### src/rtl/tss_pkg.sv
// shared constants for the thermal sensor register bank
package tss_pkg;
  // register pointer values
  localparam logic [2:0] TSS_PTR_FEATURE = 3'h0;
  localparam logic [2:0] TSS_PTR_CONTROL = 3'h1;
  localparam logic [2:0] TSS_PTR_UPPER = 3'h2;
  localparam logic [2:0] TSS_PTR_LOWER = 3'h3;
  localparam logic [2:0] TSS_PTR_OVERHEAT = 3'h4;
  localparam logic [2:0] TSS_PTR_TEMP = 3'h5;
  localparam logic [2:0] TSS_PTR_MAKER = 3'h6;
  localparam logic [2:0] TSS_PTR_PART = 3'h7;
  // reset values
  localparam logic [15:0] TSS_FEATURE_VALUE = 16'h0077;
  localparam logic [15:0] TSS_CONTROL_RESET = 16'h0000;
  localparam logic [10:0] TSS_LIMIT_RESET = 11'h000;
  localparam logic [12:0] TSS_TEMP_RESET = 13'h0000;
  localparam logic [2:0] TSS_PTR_RESET = TSS_PTR_FEATURE;
  // control register field positions
  localparam int TSS_CTL_MODE = 0;
  localparam int TSS_CTL_POL = 1;
  localparam int TSS_CTL_CRITONLY = 2;
  localparam int TSS_CTL_ENABLE = 3;
  localparam int TSS_CTL_STATUS = 4;
  localparam int TSS_CTL_CLEAR = 5;
  localparam int TSS_CTL_ALMLOCK = 6;
  localparam int TSS_CTL_CRITLOCK = 7;
  localparam int TSS_CTL_HALT = 8;
  localparam int TSS_CTL_TRIP_HYSTERESIS_SELECT_LO = 9;
  // hysteresis in 1/16 degree steps: off, 1.5, 3, 6
  localparam logic [12:0] TSS_TRIP_HYSTERESIS_SELECT_0 = 13'h0000;
  localparam logic [12:0] TSS_TRIP_HYSTERESIS_SELECT_1 = 13'h0018;
  localparam logic [12:0] TSS_TRIP_HYSTERESIS_SELECT_2 = 13'h0030;
  localparam logic [12:0] TSS_TRIP_HYSTERESIS_SELECT_3 = 13'h0060;
  // serial bus address preamble
  localparam logic [3:0] TSS_ADDR_PREAMBLE = 4'h3;
  // bus timeout: least time, clock period, derived count
  localparam int TSS_CLK_NS = 4;
  localparam int TSS_TIMEOUT_NS = 25000000;
  localparam int TSS_TIMEOUT_CYCLES = (TSS_TIMEOUT_NS + TSS_CLK_NS - 1) / TSS_CLK_NS;
  localparam logic [3:0] TSS_BIT_LAST = 4'h7;
  localparam logic [3:0] TSS_BIT_FULL = 4'h8;
  // serial engine states
  typedef enum logic [8:0] {
    TSS_IDLE = 9'h001,
    TSS_ADDR = 9'h002,
    TSS_ADDR_ACK = 9'h004,
    TSS_PTR = 9'h008,
    TSS_PTR_ACK = 9'h010,
    TSS_WDATA = 9'h020,
    TSS_WDATA_ACK = 9'h040,
    TSS_RDATA = 9'h080,
    TSS_RACK = 9'h100
  } tss_state_t;
endpackage

### src/rtl/tss_pin_sync.sv
// three-stage pin synchroniser, change taken when stages two and three agree
`timescale 1ns/1ps
module tss_pin_sync #(
  parameter int WIDTH = 1
) (
  input wire logic mclk,
  input wire logic sys_rst,
  input wire logic [WIDTH-1:0] pinIn,
  input wire logic [WIDTH-1:0] resetValue,
  output logic [WIDTH-1:0] pinOut
);
  logic [WIDTH-1:0] stage1; // only stage2 reads this
  logic [WIDTH-1:0] stage2;
  logic [WIDTH-1:0] stage3;
  logic primed; // first clean value after reset not yet taken

  // shift chain, reset to idle-high so the bus looks free
  always_ff @(posedge mclk or posedge sys_rst) begin
    if (sys_rst) begin
      stage1 <= '1;
      stage2 <= '1;
      stage3 <= '1;
    end else begin
      stage1 <= pinIn;
      stage2 <= stage1;
      stage3 <= stage2;
    end
  end

  // per-bit agreement filter; a one-cycle glitch never reaches pinOut
  always_ff @(posedge mclk or posedge sys_rst) begin
    if (sys_rst) begin
      pinOut <= '1;
      primed <= 1'b0;
    end else begin
      primed <= 1'b1;
      for (int i = 0; i < WIDTH; i++) begin
        if (!primed) begin
          pinOut[i] <= resetValue[i];
        end else if (stage2[i] == stage3[i]) begin
          pinOut[i] <= stage3[i];
        end
      end
    end
  end
endmodule // tss_pin_sync

### src/rtl/tss_bus_timeout.sv
// clock-low watchdog that abandons a stuck serial transfer
`timescale 1ns/1ps
module tss_bus_timeout #(
  parameter int LIMIT = 6250000
) (
  input wire logic mclk,
  input wire logic sys_rst,
  input wire logic busActive,
  input wire logic sclLevel,
  output logic expired
);
  logic [31:0] lowCount; // cycles clock has been held low

  // count while a transfer is open and clock stays low
  always_ff @(posedge mclk or posedge sys_rst) begin
    if (sys_rst) begin
      lowCount <= 32'h0000_0000;
      expired <= 1'b0;
    end else if (!busActive || sclLevel) begin
      lowCount <= 32'h0000_0000;
      expired <= 1'b0;
    end else begin
      expired <= (lowCount == 32'(LIMIT - 1));
      if (lowCount != 32'(LIMIT)) begin
        lowCount <= lowCount + 32'h0000_0001;
      end
    end
  end
endmodule // tss_bus_timeout

### src/rtl/tss_register_bank.sv
// thermal sensor register bank with serial slave and alert pin logic
// How it works
// - eight 16-bit registers, defined power-on values
// - reserved bits ignore writes, read zero
// - feature bit 7 zero: halt freezes status
// - feature bit 6: bus timeout 25-35 ms
// - feature bits 4:3 give resolution code
// - feature bits 2:0 sign, accuracy, alerts
// - during halt clear works, nothing sets status
// - control bits 10:9 select trip hysteresis
// - halt stops temperature updates, holds value
// - halt not settable under lock; clears anytime
// - overheat lock freezes overheat limit, sticky
// - alarm lock freezes window limits, sticky
// - clear strobe self-clears, reads zero
// - clear ignored in comparator mode, deferred above overheat
// - status bit copies asserted alert, polarity-free
// - enable bit gates alert; off means inactive
// - overheat-only select limits alert sources
// - polarity bit sets asserted pin level
// - mode bit: comparator or interrupt
// - hysteresis, enable, polarity, mode locked
// - overheat-only cannot be set under alarm lock
// - limits two's complement, bits 12:2 stored
// - clear above overheat waits until below
// - temperature word: three trip flags, 13 bits
// - pointer starts at feature register
`timescale 1ns/1ps
module tss_register_bank
  import tss_pkg::*;
#(
  parameter int TIMEOUT_CYCLES = TSS_TIMEOUT_CYCLES,
  parameter logic [15:0] MAKER_CODE = 16'h5a5a, // arbitrary value
  parameter logic [15:0] PART_CODE = 16'h0101 // arbitrary value
) (
  input wire logic mclk,
  input wire logic sys_rst,
  input wire logic sclIn,
  input wire logic sdaIn,
  output logic sdaOut,
  output logic sdaOe,
  input wire logic [2:0] addrSel,
  input wire logic [12:0] sampleTemp,
  input wire logic sampleValid,
  output logic converterHalt,
  output logic alertOut,
  output logic alertOe
);
  logic scl, sda, sclPrev, sdaPrev; // filtered pins and last values
  logic [2:0] addrPins; // filtered address straps
  logic sclRise, sclFall, busStart, busStop, timedOut;
  tss_state_t state;
  logic [3:0] bitCnt; // bits moved in the current byte
  logic [7:0] rxShift, txShift;
  logic readMode, secondByte, writeArmed;
  logic [2:0] regPtr;
  logic [15:0] wrData; // staged two-byte write, committed at stop
  logic regWrite; // one-cycle commit pulse
  // control fields
  logic [1:0] hystSel;
  logic critLock, alarmLock, outEnable, critOnly, polHigh, intMode;
  logic statusFlag; // asserted alert before enable gating
  logic alertFlag; // readable copy, gated by enable
  logic clearPend; // clear taken while above overheat
  logic [10:0] upperLim, lowerLim, critLim;
  logic [12:0] tempVal;
  logic aboveCrit, aboveHigh, belowLow, windowPrev;
  logic [15:0] featureWord, controlWord, readWord;
  logic anyLock, clearReq, windowCond, condNow;
  logic [12:0] hystVal;

  tss_pin_sync #(.WIDTH(5)) u_sync (
    .mclk(mclk),
    .sys_rst(sys_rst),
    .pinIn({sclIn, sdaIn, addrSel}),
    .resetValue(5'h1f),
    .pinOut({scl, sda, addrPins})
  );

  tss_bus_timeout #(.LIMIT(TIMEOUT_CYCLES)) u_timeout (
    .mclk(mclk),
    .sys_rst(sys_rst),
    .busActive(state != TSS_IDLE),
    .sclLevel(scl),
    .expired(timedOut)
  );

  // edge history of the filtered pins
  always_ff @(posedge mclk or posedge sys_rst) begin
    if (sys_rst) begin
      sclPrev <= 1'b1;
      sdaPrev <= 1'b1;
    end else begin
      sclPrev <= scl;
      sdaPrev <= sda;
    end
  end

  assign sclRise = scl && !sclPrev;
  assign sclFall = !scl && sclPrev;
  assign busStart = scl && sclPrev && sdaPrev && !sda;
  assign busStop = scl && sclPrev && !sdaPrev && sda;
  assign anyLock = critLock || alarmLock;

  // fixed capability word
  assign featureWord = TSS_FEATURE_VALUE;

  // control read view; clear strobe and reserved bits read zero
  assign controlWord = {5'h00, hystSel, converterHalt, critLock, alarmLock, 1'b0,
                        alertFlag, outEnable, critOnly, polHigh, intMode};

  // read multiplexer
  always_comb begin
    case (regPtr)
      TSS_PTR_FEATURE: readWord = featureWord;
      TSS_PTR_CONTROL: readWord = controlWord;
      TSS_PTR_UPPER: readWord = {3'h0, upperLim, 2'h0};
      TSS_PTR_LOWER: readWord = {3'h0, lowerLim, 2'h0};
      TSS_PTR_OVERHEAT: readWord = {3'h0, critLim, 2'h0};
      TSS_PTR_TEMP: readWord = {aboveCrit, aboveHigh, belowLow, tempVal};
      TSS_PTR_MAKER: readWord = MAKER_CODE;
      default: readWord = PART_CODE;
    endcase
  end

  // serial slave engine: address, pointer, two data bytes, reads
  always_ff @(posedge mclk or posedge sys_rst) begin
    if (sys_rst) begin
      state <= TSS_IDLE;
      bitCnt <= 4'h0;
      rxShift <= 8'h00;
      txShift <= 8'h00;
      readMode <= 1'b0;
      secondByte <= 1'b0;
      writeArmed <= 1'b0;
      regPtr <= TSS_PTR_RESET;
      wrData <= 16'h0000;
      regWrite <= 1'b0;
      sdaOe <= 1'b0;
    end else begin
      regWrite <= 1'b0;
      if (busStop || timedOut) begin
        // a full two-byte write lands only at the stop
        regWrite <= busStop && writeArmed;
        writeArmed <= 1'b0;
        state <= TSS_IDLE;
        sdaOe <= 1'b0;
      end else if (busStart) begin
        state <= TSS_ADDR;
        bitCnt <= 4'h0;
        sdaOe <= 1'b0;
        writeArmed <= 1'b0;
      end else begin
        case (state)
          TSS_ADDR, TSS_PTR, TSS_WDATA: begin
            if (sclRise && bitCnt != TSS_BIT_FULL) begin
              rxShift <= {rxShift[6:0], sda};
              bitCnt <= bitCnt + 4'h1;
            end else if (sclFall && bitCnt == TSS_BIT_FULL) begin
              bitCnt <= 4'h0;
              if (state == TSS_ADDR) begin
                // answer only our own address
                if (rxShift[7:1] == {TSS_ADDR_PREAMBLE, addrPins}) begin
                  readMode <= rxShift[0];
                  sdaOe <= 1'b1;
                  state <= TSS_ADDR_ACK;
                end else begin
                  state <= TSS_IDLE;
                end
              end else if (state == TSS_PTR) begin
                regPtr <= rxShift[2:0];
                sdaOe <= 1'b1;
                state <= TSS_PTR_ACK;
              end else begin
                // every data byte is acknowledged, even if later refused
                if (!secondByte) begin
                  wrData[15:8] <= rxShift;
                end else begin
                  wrData[7:0] <= rxShift;
                  writeArmed <= 1'b1;
                end
                sdaOe <= 1'b1;
                state <= TSS_WDATA_ACK;
              end
            end
          end
          TSS_ADDR_ACK: begin
            if (sclFall) begin
              if (readMode) begin
                txShift <= readWord[15:8];
                sdaOe <= !readWord[15];
                secondByte <= 1'b0;
                state <= TSS_RDATA;
              end else begin
                sdaOe <= 1'b0;
                state <= TSS_PTR;
              end
            end
          end
          TSS_PTR_ACK: begin
            if (sclFall) begin
              sdaOe <= 1'b0;
              secondByte <= 1'b0;
              state <= TSS_WDATA;
            end
          end
          TSS_WDATA_ACK: begin
            if (sclFall) begin
              sdaOe <= 1'b0;
              secondByte <= !secondByte;
              state <= TSS_WDATA;
            end
          end
          TSS_RDATA: begin
            if (sclFall) begin
              if (bitCnt == TSS_BIT_LAST) begin
                bitCnt <= 4'h0;
                sdaOe <= 1'b0;
                state <= TSS_RACK;
              end else begin
                bitCnt <= bitCnt + 4'h1;
                txShift <= {txShift[6:0], 1'b0};
                sdaOe <= !txShift[6];
              end
            end
          end
          TSS_RACK: begin
            // master answers; no-ack ends the read
            if (sclRise && sda) begin
              state <= TSS_IDLE;
            end else if (sclFall) begin
              secondByte <= !secondByte;
              txShift <= secondByte ? readWord[15:8] : readWord[7:0];
              sdaOe <= secondByte ? !readWord[15] : !readWord[7];
              state <= TSS_RDATA;
            end
          end
          default: begin
            sdaOe <= 1'b0;
          end
        endcase
      end
    end
  end

  // constant low data level; the pin is open-drain via sdaOe
  always_ff @(posedge mclk or posedge sys_rst) begin
    if (sys_rst) begin
      sdaOut <= 1'b0;
      alertOut <= 1'b0;
    end else begin
      sdaOut <= 1'b0;
      alertOut <= 1'b0;
    end
  end

  // control writes: locks sticky, locked fields refuse changes
  always_ff @(posedge mclk or posedge sys_rst) begin
    if (sys_rst) begin
      hystSel <= TSS_CONTROL_RESET[10:9];
      converterHalt <= TSS_CONTROL_RESET[TSS_CTL_HALT];
      critLock <= TSS_CONTROL_RESET[TSS_CTL_CRITLOCK];
      alarmLock <= TSS_CONTROL_RESET[TSS_CTL_ALMLOCK];
      outEnable <= TSS_CONTROL_RESET[TSS_CTL_ENABLE];
      critOnly <= TSS_CONTROL_RESET[TSS_CTL_CRITONLY];
      polHigh <= TSS_CONTROL_RESET[TSS_CTL_POL];
      intMode <= TSS_CONTROL_RESET[TSS_CTL_MODE];
    end else if (regWrite && regPtr == TSS_PTR_CONTROL) begin
      critLock <= critLock || wrData[TSS_CTL_CRITLOCK];
      alarmLock <= alarmLock || wrData[TSS_CTL_ALMLOCK];
      if (!anyLock) begin
        hystSel <= wrData[TSS_CTL_TRIP_HYSTERESIS_SELECT_LO +: 2];
        outEnable <= wrData[TSS_CTL_ENABLE];
        polHigh <= wrData[TSS_CTL_POL];
        intMode <= wrData[TSS_CTL_MODE];
      end
      // halt may always be cleared, set only when unlocked
      if (!wrData[TSS_CTL_HALT] || !anyLock) begin
        converterHalt <= wrData[TSS_CTL_HALT];
      end
      if (!wrData[TSS_CTL_CRITONLY] || !alarmLock) begin
        critOnly <= wrData[TSS_CTL_CRITONLY];
      end
    end
  end

  // limit registers; refused writes leave contents as they were
  always_ff @(posedge mclk or posedge sys_rst) begin
    if (sys_rst) begin
      upperLim <= TSS_LIMIT_RESET;
      lowerLim <= TSS_LIMIT_RESET;
      critLim <= TSS_LIMIT_RESET;
    end else if (regWrite) begin
      if (regPtr == TSS_PTR_UPPER && !alarmLock) begin
        upperLim <= wrData[12:2];
      end
      if (regPtr == TSS_PTR_LOWER && !alarmLock) begin
        lowerLim <= wrData[12:2];
      end
      if (regPtr == TSS_PTR_OVERHEAT && !critLock) begin
        critLim <= wrData[12:2];
      end
    end
  end

  // temperature capture, frozen while the converter is halted
  always_ff @(posedge mclk or posedge sys_rst) begin
    if (sys_rst) begin
      tempVal <= TSS_TEMP_RESET;
    end else if (sampleValid && !converterHalt) begin
      tempVal <= sampleTemp;
    end
  end

  // hysteresis amount in sixteenths of a degree
  always_comb begin
    case (hystSel)
      2'h0: hystVal = TSS_TRIP_HYSTERESIS_SELECT_0;
      2'h1: hystVal = TSS_TRIP_HYSTERESIS_SELECT_1;
      2'h2: hystVal = TSS_TRIP_HYSTERESIS_SELECT_2;
      default: hystVal = TSS_TRIP_HYSTERESIS_SELECT_3;
    endcase
  end

  // trip flags with hysteresis; limits are widened to temperature scale
  always_ff @(posedge mclk or posedge sys_rst) begin
    if (sys_rst) begin
      aboveCrit <= 1'b0;
      aboveHigh <= 1'b0;
      belowLow <= 1'b0;
    end else if (!converterHalt) begin
      // flags also react straight away to limit changes
      if ($signed(tempVal) > $signed({critLim, 2'h0})) begin
        aboveCrit <= 1'b1;
      end else if ($signed(tempVal) <= $signed(13'({critLim, 2'h0} - hystVal))) begin
        aboveCrit <= 1'b0;
      end
      if ($signed(tempVal) > $signed({upperLim, 2'h0})) begin
        aboveHigh <= 1'b1;
      end else if ($signed(tempVal) <= $signed(13'({upperLim, 2'h0} - hystVal))) begin
        aboveHigh <= 1'b0;
      end
      if ($signed(tempVal) < $signed({lowerLim, 2'h0})) begin
        belowLow <= 1'b1;
      end else if ($signed(tempVal) >= $signed(13'({lowerLim, 2'h0} + hystVal))) begin
        belowLow <= 1'b0;
      end
    end
  end

  assign windowCond = !critOnly && (aboveHigh || belowLow);
  assign condNow = aboveCrit || windowCond;
  assign clearReq = regWrite && regPtr == TSS_PTR_CONTROL && wrData[TSS_CTL_CLEAR];

  // alert status: comparator follows, interrupt latches crossings
  always_ff @(posedge mclk or posedge sys_rst) begin
    if (sys_rst) begin
      statusFlag <= 1'b0;
      clearPend <= 1'b0;
      windowPrev <= 1'b0;
    end else begin
      windowPrev <= windowCond;
      if (!intMode) begin
        // clear requests have no effect here
        clearPend <= 1'b0;
        if (!converterHalt) begin
          statusFlag <= condNow;
        end
      end else if (!converterHalt && (aboveCrit || windowCond != windowPrev)) begin
        // a new event beats a clear in the same cycle
        statusFlag <= 1'b1;
        clearPend <= clearPend || (clearReq && aboveCrit);
      end else if (clearReq || (clearPend && !aboveCrit)) begin
        // halted: clear still works, nothing sets the flag
        statusFlag <= 1'b0;
        clearPend <= 1'b0;
      end
    end
  end

  // pin drive: asserted level per polarity, inactive when disabled
  always_ff @(posedge mclk or posedge sys_rst) begin
    if (sys_rst) begin
      alertFlag <= 1'b0;
      alertOe <= 1'b0;
    end else begin
      alertFlag <= outEnable && statusFlag;
      alertOe <= polHigh ? !(outEnable && statusFlag) : (outEnable && statusFlag);
    end
  end

  property p_feature_const;
    @(posedge mclk) disable iff (sys_rst)
      regPtr == TSS_PTR_FEATURE |-> readWord == TSS_FEATURE_VALUE;
  endproperty
  a_feature_const: assert property (p_feature_const) else $error("feature word wrong");

  property p_reserved_zero;
    @(posedge mclk) disable iff (sys_rst)
      regPtr == TSS_PTR_CONTROL |-> readWord[15:11] == 5'h00 && !readWord[TSS_CTL_CLEAR];
  endproperty
  a_reserved_zero: assert property (p_reserved_zero) else $error("reserved bits set");

  property p_crit_lock_sticky;
    @(posedge mclk) disable iff (sys_rst) critLock |=> critLock;
  endproperty
  a_crit_lock_sticky: assert property (p_crit_lock_sticky) else $error("lock dropped");

  property p_crit_lim_frozen;
    @(posedge mclk) disable iff (sys_rst)
      critLock && regWrite && regPtr == TSS_PTR_OVERHEAT |=> $stable(critLim);
  endproperty
  a_crit_lim_frozen: assert property (p_crit_lim_frozen) else $error("locked limit changed");

  property p_alarm_lim_frozen;
    @(posedge mclk) disable iff (sys_rst)
      alarmLock |=> $stable(upperLim) && $stable(lowerLim);
  endproperty
  a_alarm_lim_frozen: assert property (p_alarm_lim_frozen) else $error("window changed");

  property p_halt_lock;
    @(posedge mclk) disable iff (sys_rst) anyLock && !converterHalt |=> !converterHalt;
  endproperty
  a_halt_lock: assert property (p_halt_lock) else $error("halt set under lock");

  property p_temp_hold;
    @(posedge mclk) disable iff (sys_rst) converterHalt |=> $stable(tempVal);
  endproperty
  a_temp_hold: assert property (p_temp_hold) else $error("temp moved in halt");

  property p_no_set_halted;
    @(posedge mclk) disable iff (sys_rst) converterHalt && !statusFlag |=> !statusFlag;
  endproperty
  a_no_set_halted: assert property (p_no_set_halted) else $error("status set in halt");

  property p_pin_level;
    @(posedge mclk) disable iff (sys_rst)
      outEnable && statusFlag && !polHigh ##1 $stable(outEnable) |-> alertOe && alertFlag;
  endproperty
  a_pin_level: assert property (p_pin_level) else $error("alert pin not driven");

  property p_crit_holds;
    @(posedge mclk) disable iff (sys_rst)
      intMode && aboveCrit && !converterHalt |=> statusFlag;
  endproperty
  a_crit_holds: assert property (p_crit_holds) else $error("alert cleared above limit");
endmodule // tss_register_bank

### config.mk
export PLATFORM = sky130hd
export DESIGN_NAME = tss_register_bank
export DESIGN_NICKNAME = d
export VERILOG_FILES = /design/src/rtl/tss_pkg.sv /design/src/rtl/tss_pin_sync.sv /design/src/rtl/tss_bus_timeout.sv /design/src/rtl/tss_register_bank.sv
export SDC_FILE = /design/constraint.sdc
export NUM_CORES = 1
export LEC_CHECK = 0
export BUFFER_PORTS_ARGS = -buffer_cell sky130_fd_sc_hd__buf_2
export CAP_MARGIN = 20
export CORE_MARGIN = 2
export CORE_UTILIZATION = 30
export DETAILED_ROUTE_END_ITERATION = 10
export PLACE_DENSITY = 0.51
export SLEW_MARGIN = 15
export SYNTH_ARGS = -nofsm -noshare
export SYNTH_HDL_FRONTEND = slang
export SYNTH_SLANG_ARGS = --single-unit
### constraint.sdc
create_clock -name mclk -period 9.01 [get_ports mclk]
set_input_delay 0 -clock mclk [delete_from_list [all_inputs] [get_ports mclk]]
set_output_delay 0 -clock mclk [all_outputs]
set_load 0.005 [all_outputs]
# ---- After elaboration in Yosys (flattened, before gate mapping)
# Index checks and enable logic that the tools add are counted.
dict set report classes {
  add_sub_neg 5
  mul 0
  n_div 0
  n_lt_le_gt_ge 6
  eq_ne 58
  n_shift 0
  mux 86
  bitwise_logic 8
  n_reduce_logical 88
}
# op n
set op_table {}
lappend op_table {{one-hot mux 16 bit (7 select lines)} 1}
lappend op_table {{2-to-1 mux 9 bit} 11}
lappend op_table {{2-to-1 mux 32 bit} 2}
lappend op_table {{2-to-1 mux 7 bit} 8}
lappend op_table {{2-to-1 mux 1 bit} 51}
lappend op_table {{one-hot mux 9 bit (5 select lines)} 1}
lappend op_table {{one-hot mux 7 bit (3 select lines)} 2}
lappend op_table {{!= test 4 bit, second input constant} 9}
lappend op_table {{adder 32 x 1 -> 32 bit, second input constant} 1}
lappend op_table {{== test 32 x 23 -> 1 bit, second input constant} 1}
lappend op_table {{!= test 32 x 23 -> 1 bit, second input constant} 1}
lappend op_table {{AND reduction 8 bit} 4}
lappend op_table {{greater-than comparator 13 bit} 2}
lappend op_table {{<= comparator 13 bit} 2}
lappend op_table {{subtractor 13 bit} 2}
lappend op_table {{!= test 2 bit, second input constant} 12}
lappend op_table {{logical AND 1 bit} 22}
lappend op_table {{AND reduction 7 bit} 3}
lappend op_table {{2-to-1 mux 4 bit} 5}
lappend op_table {{AND reduction 2 bit} 10}
lappend op_table {{zero test 1 bit} 18}
lappend op_table {{nonzero test 3 bit} 5}
lappend op_table {{adder 13 bit} 1}
lappend op_table {{>= comparator 13 bit} 1}
lappend op_table {{other kinds (43)} 76}
dict set report totals {
  reg_bits 168
  latchBits 0
  ram_bits 0
  rom_bits 0
  wordCells 296
  n_memories 0
}

# ---- Longest topological paths before layout
dict set report logic_depth {
  depth_word 9
  depth_mapped 16
  mapped_depth_nobuf 16
}

# ---- Hierarchy
# From an unflattened synthesis, not the netlist that was laid out.
dict set report hier_totals {
  cells_unflattened 1102
  hier_area_um2 10502.6
}
# module n_inst cells_each area_per_inst_um2
set modules_own_cells {}
lappend modules_own_cells {tss_register_bank 1 854 7876.3}
lappend modules_own_cells {tss_bus_timeout 1 204 1906.8}
lappend modules_own_cells {tss_pin_sync 1 44 719.4}

# ---- Worst setup path before layout
# Ideal clock, no wire load.
dict set report synth_path {
  kind {flip-flop to flip-flop}
  from {register hystSel[1]}
  to {register belowLow}
  t_arrival_ns 3.201
  required_ns 8.944
  setup_slack_ns 5.743
  stages_incl_launch_ff 17
  n_path_buf 0
  synth_period_minus_slack_ns 3.267
  cell_sequence {dfrtp_1 > inv_1 > ha_1 > inv_1 > ha_1 > a21o_1 > a21oi_1 > nor2b_1 > o21ai_0 > nor3_1 > xnor2_1 > ha_1 > a21o_1 > a2111oi_0 > o21ai_0 > nor2_1 > a221o_1}
}
dict set report synth_via {
  elab_chain_len 6
}
# item line_no
set synth_lines {}
lappend synth_lines {{from (decl)} tss_register_bank.sv:60} ;# logic [1:0] hystSel;
lappend synth_lines {{from (signal assigned)} tss_register_bank.sv:260} ;# hystSel <= TSS_CONTROL_RESET[10:9];
lappend synth_lines {{from (signal assigned)} tss_register_bank.sv:272} ;# hystSel <= wrData[TSS_CTL_TRIP_HYSTERESIS_SELECT_LO +: 2];
lappend synth_lines {{== test 2 bit, or another cell as far along} tss_register_bank.sv:317} ;# case (hystSel)
lappend synth_lines {{one-hot mux 7 bit (3 select lines) *} tss_register_bank.sv:317}
lappend synth_lines {{adder 13 bit *} tss_register_bank.sv:345} ;# end else if ($signed(tempVal) >= $signed(13'({lowerLim, 2'h0} + hystVal))) begin
lappend synth_lines {{>= comparator 13 bit *} tss_register_bank.sv:345}
lappend synth_lines {{nonzero test 2 bit (no line) *} --}
lappend synth_lines {{AND reduction 2 bit (no line) *} --}
lappend synth_lines {{to (signal assigned)} tss_register_bank.sv:330} ;# belowLow <= 1'b0;
lappend synth_lines {{to (signal assigned)} tss_register_bank.sv:344} ;# belowLow <= 1'b1;
lappend synth_lines {{to (signal assigned)} tss_register_bank.sv:346} ;# belowLow <= 1'b0;
lappend synth_lines {{to (decl)} tss_register_bank.sv:67} ;# logic aboveCrit, aboveHigh, belowLow, windowPrev;
# Every way passes the cells marked *; elsewhere a longest branch is shown, timed or not.
# A chain may end at the register's enable or synchronous reset.

# ---- Worst setup path in the final report
# Same ends and word-level chain as after synthesis.

==> results.py <==
metrics = {
    "worst_setup_path": {
        "worst-path-buf-inv": 2,
        "cp_cell_sequence": "inv_1 > ha_1 > inv_1 > ha_1 > a21o_1 > a21oi_1 > nor2b_1 > o21ai_0 > nor3_1 > xnor2_1 > ha_1 > a21o_1 > a2111oi_0 > o21ai_0 > nor2_1 > a221o_1",
        "end_kind": "flop",
        "slowest_delay_ps": 430,
        "cpMostUsedCell": "ha_1",
        "cp-start-kind": "flop",
        "worstPathMaxFanout": 5,
        "path_class": "flop to flop",
        "crit_family": "compound AO/OA/AOI/OAI gates",
        "cpMaxStageDelayCell": "dfrtp_1",
        "cp.required_ps": 9400,
        "worstPathArrival_ps": 4080,
    },
    "yosys": {
        "synth_ff_type": "dfrtp_1",
        "synthMuxAreaShare_pct": 7.39,
        "ys_types": 78,
        "yosys.area.top_type": "dfrtp_1",
        "synthAdderAreaFrac_pct": 10.5,
        "synth.area.top_cells": "dfrtp_1 35%, ha_1 9.9%, mux2_2 5.9%",
        "synth_xor_area_share_pct": 4.88,
        "syn_area_per_cell_um2": 9.70,
        "synth_compound_area_share_pct": 14.2,
        "yosys-top-cells-count": "145 x dfrtp_1, 105 x nor2_1, 81 x ha_1",
        "ys_async_sr_fraction_pct": 100,
        "synth_edf_count": 0,
        "synth_top_family_by_area": "simple AND/OR/NAND/NOR gates",
        "synth_most_common_cell": "dfrtp_1",
        "yosysSeqAreaShare_pct": 41.4,
        "yosysTopAreaCellShare_pct": 35.5,
        "syn_inst": 1054,
        "syn_area_um2": 10200,
        "synth_simple_gate_area_share_pct": 17.6,
        "ys_ff_latch": 168,
        "yosys_warnings": 0,
    },
    "place": {
        "place.detailed.hpwl_mm": 19.9,
        "place_congestion": 0.874,
        "io_buffer_count": 23,
        "dp.cells": 1490,
        "place_area_um2": 10800,
    },
    "finish": {
        "final_area_um2": 11600,
        "nFillCells": 3488,
        "drive_gt1_share_pct": 15.1,
        "fin_cells": 1541,
        "fin_nets": 1185,
        "area_growth_pct": 13.1,
        "n_antenna_cell": 0,
        "multi_input_area_um2": 5600,
        "seqCellArea_um2": 4230,
    },
    "flow_run": {
        "maxCapViolCount": 0,
    },
    "sta": {
        "finClkSkew_ps": 11.5,
        "finalHoldViolCount": 0,
        "fmax_mhz": 271,
        "max-slew-margin-rel_pct": 39.6,
        "slew_violations": 0,
        "fin_hold_ws_ps": 101,
        "finalCriticalPeriod_ps": 3690,
        "worst_pin_slew_ps": 905,
        "setup_tns_ps": 0,
        "fin_crit_sh_pct": 41.0,
        "rsz0062_at_grt": "false",
        "final-setup-viol-count": 0,
    },
    "clock_network": {
        "h-tree-depth": 4,
        "cts_inserted_buffers": 17,
        "cts-root-buf": "clkbuf_16",
        "cts.path.max_buffers": 2,
        "clock_sinks": 168,
        "clk_latency_ps": 450,
        "cts_resized": 0,
        "path_clk_slew_ps": 70,
        "tritoncts": "built",
    },
    "detailed_routing": {
        "wl_per_cell_um": 17.7,
        "vias": 7847,
        "vias_per_cell": 5.09,
        "drt_iter0_drc": 462,
        "final_antenna_net_count": 0,
        "drcViolationCount": 0,
        "first_pass_iters": 7,
        "routed_wl_mm": 27.2,
    },
    "global_route": {
        "grt_pass1_vias": 7856,
        "grtUsageTotal_pct": 15.9,
        "grt.overflow.total": 0,
        "grt_pass1_wl_mm": 44.6,
        "antenna_found_initial": 0,
        "grt_start_max_net_pins": 72,
    },
    "die": {
        "boundaryPins": 26,
        "dieHeight_um": 189,
        "start_util_pct": 30.5,
        "die-width_um": 189,
        "die-area_um2": 35600,
        "rows": 67,
        "core_area_um2": 33500,
    },
    "outcome": {
        "status": "complete, no violations",
    },
    "pwr": {
        "leakagePower_uw": 0.00486,
        "peakVddDrop_uv": 107,
        "p_per_area_nw_per_um2": 164,
        "p_total_uw": 1900,
    },
    "min_path": {
        "hold_path.class": "input port to flop",
    },
}
[worst min-delay path, cell delays in order]
cell     delay [ps]
buf_2            90
nor2b_1         180
mux2_2          240
[through the flow]
step | setup WS (ps) | utilization (%)
6_report | 5320 | 34.5
2_1_floorplan | 4500 | -
5_1_grt | 4970 | 34.5
4_1_cts | 5300 | 34.5
3_5_place_dp | 5330 | 32.2
3_3_place_gp | 5370 | 32.2
[routing by layer]
layer / track usage, % / share of wire (%) / vias to the layer above
li1: - / - / 3812
met1: 21.8 / 48 / 3844
met2: 25.7 / 46 / 152
met3: 2.29 / 3.2 / 39
met4: 5.38 / 2.3 / 0
met5: 0 / 0 / -
[worst paths after layout]
| path | from | endpoint | slack [ps] | cells after the start |
|---|---|---|---|---|
| max reg2reg | hystSel[1] | belowLow | 5320 | 16 |
| min in group asynchronous | sys_rst | tempVal[2] | 110 | 3 |
| max in group asynchronous | sys_rst | u_timeout.lowCount[9] | 7650 | 4 |
| min | sampleValid | tempVal[11] | 100 | 3 |
| min reg2reg | u_sync.stage1[3] | u_sync.stage2[3] | 360 | 0 |
| max | hystSel[1] | belowLow | 5320 | 16 |
[flip-flops by register name, indices dropped and copies added (netlist names), 2 cells and up]
signal              flops
upperLim               11
lowerLim               11
u_sync.stage2           5
u_sync.pinOut           5
hystSel                 2
critLim                11
u_sync.stage3           5
bitCnt                  4
wrData                 13
tempVal                13
u_sync.stage1           5
state                   9
txShift                 7
regPtr                  3
u_timeout.lowCount     32
rxShift                 8
[what timing repair did]
action	4_1_cts	5_1_grt
hold buffers	19	0
buffers inserted	0	0
endpoints found under the hold margin	55	0
[report_power, final]
group	leakage [µW]	internal [µW]	total, µW	switching [µW]
clock network	0.000274	388	728	340
registers	0.00221	792	861	69.4
logic	0.00238	142	309	167
[cell families after synthesis]
kind of cell	Yosys count
other cells	2
buf+inv	104
fa+ha+maj	84
mux	66
compound gates	220
simple gates	353
xor+xnor	57
flops	168
[area by class of cell]
cell class	count	share of cell area [%]
multi-input cells	783	48.4
flip-flops and latches	168	36.6
well taps	448	4.84
clock buffers	18	3.71
repair buffers	52	3.29
inverters	58	1.92
clock inverters	14	1.23
[cells in the final DEF, fill, tap and decap left out, types with 8 or more instances in the layout]
| cell | instances |
|---|---|
| dfrtp_1 | 145 |
| nor2_1 | 105 |
| ha_1 | 81 |
| nand2_1 | 78 |
| o21ai_0 | 58 |
| inv_1 | 57 |
| mux2_2 | 54 |
| a21oi_1 | 48 |
| xor2_1 | 30 |
| xnor2_1 | 27 |
| nand3_1 | 25 |
| nand4_1 | 24 |
| a21o_1 | 23 |
| buf_2 | 23 |
| dfstp_2 | 23 |
| nor3_1 | 21 |
| dlygate4sd3_1 | 19 |
| nor2b_1 | 17 |
| clkbuf_16 | 17 |
| nor4_1 | 15 |
| a31oi_1 | 11 |
| nand2b_1 | 10 |
| buf_4 | 10 |
| or3_1 | 8 |
| and3_1 | 8 |
| mux2i_1 | 8 |
(Power assumes the default switching activity.)
